===== src/hw/drain_fault_pkg.sv =====
// Package: constants and carrier types for the drain-source fault monitor
package drain_fault_pkg;

  // ************************************************************
  // Clock and timing
  // ************************************************************
  localparam int CLK_MHZ = 125;
  localparam int BLANK_STEP_NS = 250;
  localparam int FILTER_STEP_NS = 125;
  // Least times, so round up to whole cycles
  localparam int BLANK_STEP_CYC = (BLANK_STEP_NS * CLK_MHZ + 999) / 1000;
  localparam int FILTER_STEP_CYC = (FILTER_STEP_NS * CLK_MHZ + 999) / 1000;

  // ************************************************************
  // Widths and counts
  // ************************************************************
  localparam int SENSORS = 6;
  localparam int HALF = 3;
  localparam int TH_W = 4;
  localparam int CODE_W = 4;
  localparam int CNT_W = 10;
  localparam int SYNC_W = 2 * HALF + SENSORS + 1;

  typedef logic [CNT_W-1:0] count_t;
  typedef logic [SENSORS-1:0] sensor_vec_t;

  // Fault report selection
  localparam logic REPORT_PIN = 1'b0;
  localparam logic REPORT_STATUS_ONLY = 1'b1;

  // Reset values
  localparam sensor_vec_t STATUS_RST = 6'h00;
  localparam sensor_vec_t OE_N_RST = 6'h3f;

  // Configuration written by the serial interface
  typedef struct packed {
    logic [TH_W-1:0] highSideThreshold;
    logic [TH_W-1:0] lowSideThreshold;
    logic [CODE_W-1:0] sensorDeglitchTime;
    logic [CODE_W-1:0] sensorBlankTime;
    logic sensorFaultReportCfg;
    logic offStateDiagEnable;
    logic drainSensorEnable;
  } sensor_cfg_t;

  // Setting code to cycle count: (code + 1) steps
  function automatic count_t code_cycles(input logic [CODE_W-1:0] code, input int step);
    code_cycles = count_t'((int'(code) + 1) * step);
  endfunction

endpackage


===== src/hw/sensor_channel.sv =====
// One drain-source sensor channel: blanking then deglitch filter
`timescale 1ns/1ps
`default_nettype none
module sensor_channel (
  input wire logic clk_sys,
  input wire logic reset,
  input wire logic armed,
  input wire logic compIn,
  input wire drain_fault_pkg::count_t blankCycles,
  input wire drain_fault_pkg::count_t filterCycles,
  output logic faultHit
);

  typedef enum logic [1:0] {IDLE, BLANK, WATCH} chan_state_t;

  chan_state_t state_ff, nxt_state;
  drain_fault_pkg::count_t cnt_ff, nxt_cnt;
  logic hit_ff, nxt_hit;

  // ************************************************************
  // Blank and filter sequencing
  // ************************************************************
  // One counter serves both phases, they never overlap
  always_comb begin
    nxt_state = state_ff;
    nxt_cnt = cnt_ff;
    nxt_hit = 1'b0;
    case (state_ff)
      IDLE: begin
        nxt_cnt = '0;
        if (armed) begin
          nxt_state = BLANK;
        end
      end
      BLANK: begin
        nxt_cnt = cnt_ff + 1'b1;
        if (cnt_ff + 1'b1 >= blankCycles) begin
          nxt_state = WATCH;
          nxt_cnt = '0;
        end
      end
      WATCH: begin
        if (!compIn) begin
          nxt_cnt = '0;
        end else if (cnt_ff >= filterCycles) begin
          nxt_hit = 1'b1;
          nxt_cnt = '0;
        end else begin
          nxt_cnt = cnt_ff + 1'b1;
        end
      end
      default: begin
        nxt_state = IDLE;
        nxt_cnt = '0;
      end
    endcase
    // Disarming drops everything at once, whatever the phase
    if (!armed) begin
      nxt_state = IDLE;
      nxt_cnt = '0;
      nxt_hit = 1'b0;
    end
  end

  always_ff @(posedge clk_sys) begin
    if (reset) begin
      state_ff <= IDLE;
      cnt_ff <= '0;
      hit_ff <= 1'b0;
    end else begin
      state_ff <= nxt_state;
      cnt_ff <= nxt_cnt;
      hit_ff <= nxt_hit;
    end
  end

  assign faultHit = hit_ff;
endmodule
`default_nettype wire


===== src/hw/drain_source_fault_monitor.sv =====
// Top: six drain-source sensors, fault latching, diagnostics and gate control
// Overview of operation
// One sensor for each of six MOSFETs
// Separate thresholds for high and low side
// Sensor armed only while its MOSFET on
// Ignore result during blanking after gate turn-on
// Fault only if comparator outlasts filter time
// Normal fault stops inverter, drives fault pin
// Report setting picks status only or pin
// Status bit per sensor, readable by controller
// Faults latched until controller clears or power
// Diagnostics arms sensors from PWM, gates undriven
// Diagnostic faults set status only, never pin
// Controller uses diagnostics only in six-input mode
// Controller sets bits with enable low first
// Diagnostics: sensors on, amplifiers off, gates open
// Normal: amplifiers on, gates follow PWM inputs
// Filter timer restarts on drop, cleared when idle
// Blank and filter counted in clock cycles
`timescale 1ns/1ps
`default_nettype none
module drain_source_fault_monitor (
  input wire logic clk_sys,
  input wire logic reset,
  input wire logic driverEnablePin,
  input wire logic [drain_fault_pkg::HALF-1:0] highSidePwmIn,
  input wire logic [drain_fault_pkg::HALF-1:0] lowSidePwmIn,
  input wire logic [drain_fault_pkg::SENSORS-1:0] sensorCompRaw,
  input wire drain_fault_pkg::sensor_cfg_t sensorCfg,
  input wire logic faultClear,
  output logic [drain_fault_pkg::HALF-1:0] gateHigh,
  output logic [drain_fault_pkg::HALF-1:0] gateLow,
  output logic [drain_fault_pkg::SENSORS-1:0] gateDriveOe_n,
  output logic [drain_fault_pkg::SENSORS-1:0] sensorArm,
  output logic [drain_fault_pkg::TH_W-1:0] highSideThreshold,
  output logic [drain_fault_pkg::TH_W-1:0] lowSideThreshold,
  output logic currentAmplifiersEnable,
  output logic chargePumpEnable,
  output logic [drain_fault_pkg::SENSORS-1:0] sensorStatus,
  output logic inverterStopped,
  output logic fault_out_n
);

  // ************************************************************
  // Pin synchronisers
  // ************************************************************
  // Enable, PWM and comparator levels all come from outside the clock
  logic [drain_fault_pkg::SYNC_W-1:0] syncA_ff, syncB_ff;

  always_ff @(posedge clk_sys) begin
    if (reset) begin
      syncA_ff <= '0;
      syncB_ff <= '0;
    end else begin
      syncA_ff <= {sensorCompRaw, lowSidePwmIn, highSidePwmIn, driverEnablePin};
      syncB_ff <= syncA_ff;
    end
  end

  logic enSync;
  drain_fault_pkg::sensor_vec_t cmdOn, compSync;
  assign enSync = syncB_ff[0];
  // Bits 0..2 high side A..C, bits 3..5 low side A..C
  assign cmdOn = syncB_ff[2*drain_fault_pkg::HALF:1];
  assign compSync = syncB_ff[drain_fault_pkg::SYNC_W-1:2*drain_fault_pkg::HALF+1];

  // ************************************************************
  // Mode decode
  // ************************************************************
  logic inverterStop_ff, nxt_inverterStop;
  logic normalMode, diagMode, driving;
  assign normalMode = enSync && !sensorCfg.offStateDiagEnable;
  assign diagMode = enSync && sensorCfg.offStateDiagEnable;
  assign driving = normalMode && !inverterStop_ff;

  // ************************************************************
  // Sensor channels
  // ************************************************************
  drain_fault_pkg::count_t blankCycles, filterCycles;
  drain_fault_pkg::sensor_vec_t hit;
  assign blankCycles = drain_fault_pkg::code_cycles(sensorCfg.sensorBlankTime,
                                                   drain_fault_pkg::BLANK_STEP_CYC);
  assign filterCycles = drain_fault_pkg::code_cycles(sensorCfg.sensorDeglitchTime,
                                                    drain_fault_pkg::FILTER_STEP_CYC);

  logic [drain_fault_pkg::SENSORS-1:0] sensorArm_ff, nxt_sensorArm;

  // One independent channel per external MOSFET
  for (genvar i = 0; i < drain_fault_pkg::SENSORS; i++) begin : g_chan
    sensor_channel u_chan (
      .clk_sys(clk_sys),
      .reset(reset),
      .armed(sensorArm_ff[i]),
      .compIn(compSync[i]),
      .blankCycles(blankCycles),
      .filterCycles(filterCycles),
      .faultHit(hit[i])
    );
  end

  // ************************************************************
  // Gate, sensor and supply control
  // ************************************************************
  logic [drain_fault_pkg::HALF-1:0] gateHigh_ff, gateLow_ff, nxt_gateHigh, nxt_gateLow;
  drain_fault_pkg::sensor_vec_t gateDriveOe_n_ff, nxt_gateDriveOe_n;
  logic [drain_fault_pkg::TH_W-1:0] hsTh_ff, lsTh_ff;
  logic amp_ff, nxt_amp, cp_ff, nxt_cp;

  // Arm and gate flops switch in the same cycle so blanking starts at gate activation
  always_comb begin
    nxt_sensorArm = '0;
    nxt_gateHigh = '0;
    nxt_gateLow = '0;
    nxt_gateDriveOe_n = drain_fault_pkg::OE_N_RST;
    if (sensorCfg.drainSensorEnable && (driving || diagMode)) begin
      nxt_sensorArm = cmdOn;
    end
    if (driving) begin
      nxt_gateHigh = cmdOn[drain_fault_pkg::HALF-1:0];
      nxt_gateLow = cmdOn[drain_fault_pkg::SENSORS-1:drain_fault_pkg::HALF];
      nxt_gateDriveOe_n = '0;
    end
    // Diagnostics and stop leave the gates released
    nxt_amp = normalMode;
    nxt_cp = enSync;
  end

  always_ff @(posedge clk_sys) begin
    if (reset) begin
      sensorArm_ff <= '0;
      gateHigh_ff <= '0;
      gateLow_ff <= '0;
      gateDriveOe_n_ff <= drain_fault_pkg::OE_N_RST;
      hsTh_ff <= '0;
      lsTh_ff <= '0;
      amp_ff <= 1'b0;
      cp_ff <= 1'b0;
    end else begin
      sensorArm_ff <= nxt_sensorArm;
      gateHigh_ff <= nxt_gateHigh;
      gateLow_ff <= nxt_gateLow;
      gateDriveOe_n_ff <= nxt_gateDriveOe_n;
      hsTh_ff <= sensorCfg.highSideThreshold;
      lsTh_ff <= sensorCfg.lowSideThreshold;
      amp_ff <= nxt_amp;
      cp_ff <= nxt_cp;
    end
  end

  // ************************************************************
  // Fault latching and reporting
  // ************************************************************
  drain_fault_pkg::sensor_vec_t status_ff, nxt_status;
  logic pinLatch_ff, nxt_pinLatch;
  logic faultOut_n_ff, nxt_faultOut_n;
  logic normalHit;

  // A hit seen while armed in normal mode stops the bridge; diagnostic hits do not
  assign normalHit = (|hit) && normalMode;

  // Set wins over clear so a fault in the clearing cycle survives
  always_comb begin
    nxt_status = status_ff;
    nxt_inverterStop = inverterStop_ff;
    nxt_pinLatch = pinLatch_ff;
    if (faultClear) begin
      nxt_status = '0;
      nxt_inverterStop = 1'b0;
      nxt_pinLatch = 1'b0;
    end
    nxt_status = nxt_status | hit;
    if (normalHit) begin
      nxt_inverterStop = 1'b1;
      if (sensorCfg.sensorFaultReportCfg == drain_fault_pkg::REPORT_PIN) begin
        nxt_pinLatch = 1'b1;
      end
    end
    // Active-low copy kept in its own flop so the pin has no gate after it
    nxt_faultOut_n = !nxt_pinLatch;
  end

  always_ff @(posedge clk_sys) begin
    if (reset) begin
      status_ff <= drain_fault_pkg::STATUS_RST;
      inverterStop_ff <= 1'b0;
      pinLatch_ff <= 1'b0;
      faultOut_n_ff <= 1'b1;
    end else begin
      status_ff <= nxt_status;
      inverterStop_ff <= nxt_inverterStop;
      pinLatch_ff <= nxt_pinLatch;
      faultOut_n_ff <= nxt_faultOut_n;
    end
  end

  assign gateHigh = gateHigh_ff;
  assign gateLow = gateLow_ff;
  assign gateDriveOe_n = gateDriveOe_n_ff;
  assign sensorArm = sensorArm_ff;
  assign highSideThreshold = hsTh_ff;
  assign lowSideThreshold = lsTh_ff;
  assign currentAmplifiersEnable = amp_ff;
  assign chargePumpEnable = cp_ff;
  assign sensorStatus = status_ff;
  assign inverterStopped = inverterStop_ff;
  assign fault_out_n = faultOut_n_ff; // Straight from a flop, glitch free
endmodule
`default_nettype wire


===== config.mk =====
export PLATFORM = sky130hd
export DESIGN_NAME = drain_source_fault_monitor
export DESIGN_NICKNAME = d
export VERILOG_FILES = /design/src/hw/drain_fault_pkg.sv /design/src/hw/sensor_channel.sv /design/src/hw/drain_source_fault_monitor.sv
export SDC_FILE = /design/constraint.sdc
export NUM_CORES = 1
export LEC_CHECK = 0
export BUFFER_PORTS_ARGS = -buffer_cell sky130_fd_sc_hd__buf_2
export CORE_MARGIN = 3
export CORE_UTILIZATION = 50
export CTS_BUF_LIST = sky130_fd_sc_hd__clkbuf_4 sky130_fd_sc_hd__clkbuf_8
export CTS_CLUSTER_SIZE = 10
export DETAILED_ROUTE_END_ITERATION = 6
export HOLD_SLACK_MARGIN = 0.03
export PLACE_DENSITY = 0.69
export SETUP_SLACK_MARGIN = 0.02
export SYNTH_ARGS = -nofsm -noshare
export SYNTH_HDL_FRONTEND = slang
export SYNTH_HIERARCHICAL = 1
export SYNTH_SLANG_ARGS = --single-unit

===== constraint.sdc =====
create_clock -name clk_sys -period 2.7 [get_ports clk_sys]
set_input_delay 0.135 -clock clk_sys [delete_from_list [all_inputs] [get_ports clk_sys]]
set_output_delay 0.135 -clock clk_sys [all_outputs]
set_load 0.03 [all_outputs]

==> flow_metrics.tcl, run 1 <==
set metrics [dict create \
    drt-total-wl_um 18200 \
    h-tree-depth 4 \
    vias 6600 \
    gr-total-overflow 0 \
    antenna_found_initial 0 \
    ys.flop_type "dfxtp_1" \
    fin_crit_ps 2620 \
    die-area_sq_um 18500 \
    cts.sinks 136 \
    fp.coreArea_sq_um 16200 \
    setup_viol 0 \
    maxCapViolations 0 \
    synthToLayoutAreaGrowth_pct 19.6 \
    die_x_um 136 \
    slowest_delay_ps 390 \
    routed.top_layer "met4" \
    tns_ps 0 \
    placedInstanceArea_sq_um 9270 \
    wl_met3_um 857 \
    crit_required_ps 3090 \
    final_cell_mix "ha_1, inv_1, dfxtp_1, nand2_1, buf_2" \
    grt_max_degree 40 \
    ant_nets 0 \
    drt-initial-drc-count 235 \
    cts_root_buf "clkbuf_8" \
    drc_errors 0 \
    avgRoutedWirePerCell_um 13.7 \
    final_common_cell "ha_1" \
    dr.pass1.iters 5 \
    syn_area_per_cell_sq_um 9.14 \
    insertedDiodeCount 0 \
    nets 1277 \
    ys_ff_latch 136 \
    dp_hpwl_um 13400 \
    fmax_mhz 382 \
    path_clk_slew_ps 100 \
    p_per_area_nw_per_um2 421 \
    p_total_w 0.00426 \
    rsz0062_at_grt "yes" \
    critPathMaxFanout 4 \
    synthDistinctLibCells 44 \
    whs_ps 170 \
    cp_top_family "simple AND/OR/NAND/NOR gates" \
    initial_core_util 0.522 \
    cts.path.max_buffers 2 \
    synth_edf_count 0 \
    port_buffers 70 \
    cp-start-kind "register" \
    gp_congestion 0.808 \
    cts_tree "yes" \
    path_class "register to register" \
    end_kind "register" \
    grt_pass1_vias 6315 \
    die_y_um 136 \
    synth_area_leaders "dfxtp_1, ha_1, inv_1" \
    pin_count 71 \
    cp_num_buf_inv 0 \
    status "finished, final reports clean" \
    routed-wl-met2_um 8540 \
    synth_cells 927 \
    crit_arrival_ps 3000 \
    netlist_area_sq_um 8470 \
    cp_cell_sequence "ha_1, nand3_1, or3_1, xnor2_2, ha_1, and4_1, nand3_1, a21oi_1, mux2i_1" \
    ir_drop_uv 312 \
    grt_pass1_wl_um 29500 \
    yosysTopAreaCellShare 0.321 \
    finalHoldViolations 0 \
    vias_per_cell 4.98 \
    clock_latency_ps 460 \
    power.leakage_nw 4.69 \
    yosysSeqAreaShare 0.321 \
    async_reset_ff_frac 0 \
    drive_gt1_frac 0.155 \
    slew_viol_final 0 \
    slowest_stage "dfxtp_1" \
    met1_length_um 8440 \
    maxSlewHeadroom 0.469 \
    min-delay-path-class "primary input to register" \
    numCtsBuffers 17 \
    yosysTopAreaCell "dfxtp_1" \
    period_share 0.969 \
    fin_area_sq_um 10100 \
    yosysWarnings 6 \
    grt_usage 0.202 \
    placementRows 46 \
    fin_skew_ps 17.5 \
    worst_pin_slew_ps 796 \
]
tightest hold or removal path: stages:
cell	delay [ps]
buf_2	70
and3_1	250
and2_1	150
cell type report:
cell class / instances / area [sq um]
multi-input cells: 701 / 5540
flip-flops and latches: 136 / 2730
inverters: 138 / 518
repair buffers: 102 / 653
fillers: 1469 / 6100
clock inverters: 15 / 194
clock buffers: 17 / 234
well taps: 216 / 270
Yosys cell counts, types with 6 or more instances:
master,number
inv_1,138
a31oi_1,6
nand4_2,6
mux2i_1,12
dfxtp_1,136
nand4_1,11
and2_1,12
o21ai_0,17
nand2b_1,7
nor2b_1,47
a211o_1,6
and3_1,8
ha_1,146
buf_2,6
a21boi_1,51
nand2b_4,6
xor2_1,21
a41o_1,6
xnor2_1,30
a211o_4,6
nor2_1,34
and4_1,6
nand2_1,70
a41oi_1,6
a211oi_2,12
a21oi_1,48
nand3_1,41
state kept, by name (all words and copies together) (netlist names):
register	cells
fault_out_n	1
highSideThreshold	4
gateDriveOe_n	1
inverterStopped	1
sensorStatus	6
lowSideThreshold	4
chargePumpEnable	1
g_chan.u_chan/state_ff	12
pinLatch_ff	1
g_chan.u_chan/cnt_ff	60
syncB_ff	13
syncA_ff	13
g_chan.u_chan/faultHit	6
gateHigh	3
gateLow	3
currentAmplifiersEnable	1
sensorArm	6
per-layer routing:
layer / vias to the layer above / track usage
met1: 3009 / 0.261
met3: 27 / 0.0492
li1: 3452 / -
met2: 112 / 0.329
met5: - / 0
met4: 0 / 0.0733
what timing repair did:
item | in CTS | in global routing
buffers inserted | 0 | 1
hold endpoints to repair | 25 | 0
endpoints found under the setup margin | 0 | 61
resized for setup | 0 | 22
hold buffers | 25 | 0
logic make-up after synthesis:
logic type | after synthesis | synth area share
compound gates | 171 | 0.156
xor+xnor | 52 | 0.0547
fa+ha+maj | 146 | 0.216
buf+inv | 153 | 0.0709
flops | 136 | 0.321
mux | 12 | 0.0142
other cells | 1 | 0.000443
simple gates | 256 | 0.166
stage by stage:
step	setup slack (ps)	utilization	std cells
after floorplan	388	-	986
after global placement	182	0.571	1263
after detailed placement	84.6	0.571	1263
after CTS	41.6	0.613	1320
after global routing	-61.7	0.624	1325
final	83.9	0.624	1325
report_power, final:
part | leakage [nW] | internal (W) | switching (W)
Sequential | 1.10 | 0.00203 | 0.00000831
Combinational | 3.36 | 0.000166 | 0.000224
Clock | 0.219 | 0.000880 | 0.000955
path summary, 6_finish.rpt:
| kind | startpoint | end | slack, ps | cells after the start |
|---|---|---|---|---|
| worst max register to register | g_chan[5].u_chan/cnt_ff[1]$_SDFF_PP0_ | g_chan[5].u_chan/state_ff[0]$_SDFFE_PP0P_ | 80 | 9 |
| worst min-delay path | sensorCfg[0] | sensorArm[5]$_SDFF_PP0_ | 170 | 3 |
| worst max-delay path | g_chan[5].u_chan/cnt_ff[1]$_SDFF_PP0_ | g_chan[5].u_chan/state_ff[0]$_SDFFE_PP0P_ | 80 | 9 |
| worst min register to register | syncA_ff[3]$_SDFF_PP0_ | syncB_ff[3]$_SDFF_PP0_ | 440 | 1 |
No activity file was read; power rests on OpenSTA's default activity.
==> run 2, diff against run 1 <==
- CORE_UTILIZATION: 50 -> 25
- PLACE_DENSITY: 0.69 -> default
- SKIP_CTS_REPAIR_TIMING: default -> 1
==> flow_metrics.tcl, run 2 (synthesis gave the netlist of run 1 again) <==
set metrics [dict create \
    gr-total-overflow 0 \
    setup_slack_ps 175 \
    die_y_um 190 \
    drive_gt1_frac 0.151 \
    cp_cell_sequence "ha_1, nand3_1, or3_1, xnor2_2, ha_1, and4_1, nand3_1, a21oi_1, mux2i_1" \
    tns_ps 0 \
    insertedDiodeCount 0 \
    end_kind "register" \
    nets 1276 \
    vias_per_cell 4.19 \
    placementRows 66 \
    dp_slack_ps 152 \
    fin_crit_ps 2530 \
    path_class "register to register" \
    die-area_sq_um 36100 \
    slowest_delay_ps 420 \
    gp_congestion 0.811 \
    grt_pass1_vias 6380 \
    die_x_um 190 \
    worst_pin_slew_ps 775 \
    slowest_stage "dfxtp_1" \
    cp-start-kind "register" \
    fin_area_sq_um 10300 \
    avgRoutedWirePerCell_um 12.0 \
    fp.coreArea_sq_um 32900 \
    h-tree-depth 4 \
    maxSlewHeadroom 0.482 \
    largest-register "g_chan.u_chan/cnt_ff" \
    critPathMaxFanout 6 \
    grt_pass1_wl_um 30600 \
    port_buffers 70 \
    worst_r2r_path_depth 9 \
    placedInstanceArea_sq_um 9560 \
    cts.path.max_buffers 2 \
    power.leakage_nw 4.66 \
    worstHoldPathCells 2 \
    period_share 0.935 \
    final_cell_mix "ha_1, inv_1, dfxtp_1, nand2_1, buf_2" \
    final_util 0.313 \
    finalHoldViolations 0 \
    fmax_mhz 396 \
    rsz0062_at_grt "yes" \
    initial_core_util 0.257 \
    top_regs "g_chan.u_chan/cnt_ff x60, syncA_ff x13, syncB_ff x13" \
    path_clk_slew_ps 80 \
    cts_root_buf "clkbuf_8" \
    clock_latency_ps 450 \
    dp_hpwl_um 14500 \
    largest_reg_flops 60 \
    cts_tree "yes" \
    fin_skew_ps 10.3 \
    final_common_cell "ha_1" \
    drc_errors 0 \
    vias 6489 \
    ant_nets 0 \
    setup_viol 0 \
    drt-total-wl_um 18600 \
    synthToLayoutAreaGrowth_pct 21.7 \
    min-delay-path-class "primary input to register" \
    dr.pass1.iters 4 \
    pin_count 71 \
    grt_max_degree 28 \
    numCtsBuffers 17 \
    drt-initial-drc-count 223 \
    antenna_found_initial 0 \
    whs_ps 181 \
    p_per_area_nw_per_um2 390 \
    slew_viol_final 0 \
    crit_required_ps 3070 \
    maxCapViolations 0 \
    cts.sinks 136 \
    grt_usage 0.105 \
    ir_drop_uv 282 \
    crit_arrival_ps 2900 \
    status "finished, final reports clean" \
]
## run 2: cell types whose count changed in the layout (fill, tap and decap cells not counted), sizes merged
cell | before | now
buf | 77 | 78
bufinv | 2 | 1
clkbuf | 17 | 19
clkinv | 1 | 6
clkinvlp | 0 | 1
inv | 150 | 143
nand4 | 21 | 19
## run 2: final cells by class
| type | instances | area [sq um] |
|---|---|---|
| timing repair buffer | 103 | 661 |
| clock inverter | 13 | 115 |
| inverter | 138 | 518 |
| clock buffer | 19 | 255 |
| multi-input combinational | 699 | 5490 |
| tap | 442 | 553 |
| fill | 3416 | 22600 |
| sequential | 136 | 2720 |
## run 2: per-layer routing
layer / GRT usage / vias to the layer above / routed length (um)
met1: 0.140 / 2962 / 9000
li1: - / 3426 / -
met4: 0.0264 / 0 / 197
met2: 0.172 / 87 / 8650
met3: 0.0228 / 14 / 725
met5: 0 / - / 0
## run 2: path summary, 6_finish.rpt
check | startpoint | end | slack, ps
worst max-delay path | g_chan[5].u_chan/cnt_ff[0]$_SDFF_PP0_ | g_chan[5].u_chan/state_ff[1]$_SDFFE_PP0P_ | 170
worst min-delay path | reset | sensorStatus[5]$_SDFF_PP0_ | 180
worst min register to register | syncA_ff[8]$_SDFF_PP0_ | syncB_ff[8]$_SDFF_PP0_ | 440
worst max register to register | g_chan[5].u_chan/cnt_ff[0]$_SDFF_PP0_ | g_chan[5].u_chan/state_ff[1]$_SDFFE_PP0P_ | 170
## run 2: worst max-delay path, delay by kind of cell, from the launching register on
kind            cells  cell delay, ps
compound gates      1             310
xor+xnor            1             150
fa+ha+maj           2             480
flops               1             420
mux                 1             230
simple gates        4             860
## run 2: report_power, final
| group | total (W) | switching (W) | internal [W] |
|---|---|---|---|
| sequential | 0.00204 | 0.00000863 | 0.00203 |
| clock | 0.00159 | 0.000822 | 0.000769 |
| combinational | 0.000390 | 0.000223 | 0.000167 |
## run 2: stage by stage
step                power [W]  instances
finish                0.00402       1550
global route          0.00422       1550
CTS                   0.00404       1522
detailed placement    0.00244       1490
global placement      0.00243       1490
floorplan             0.00232        986
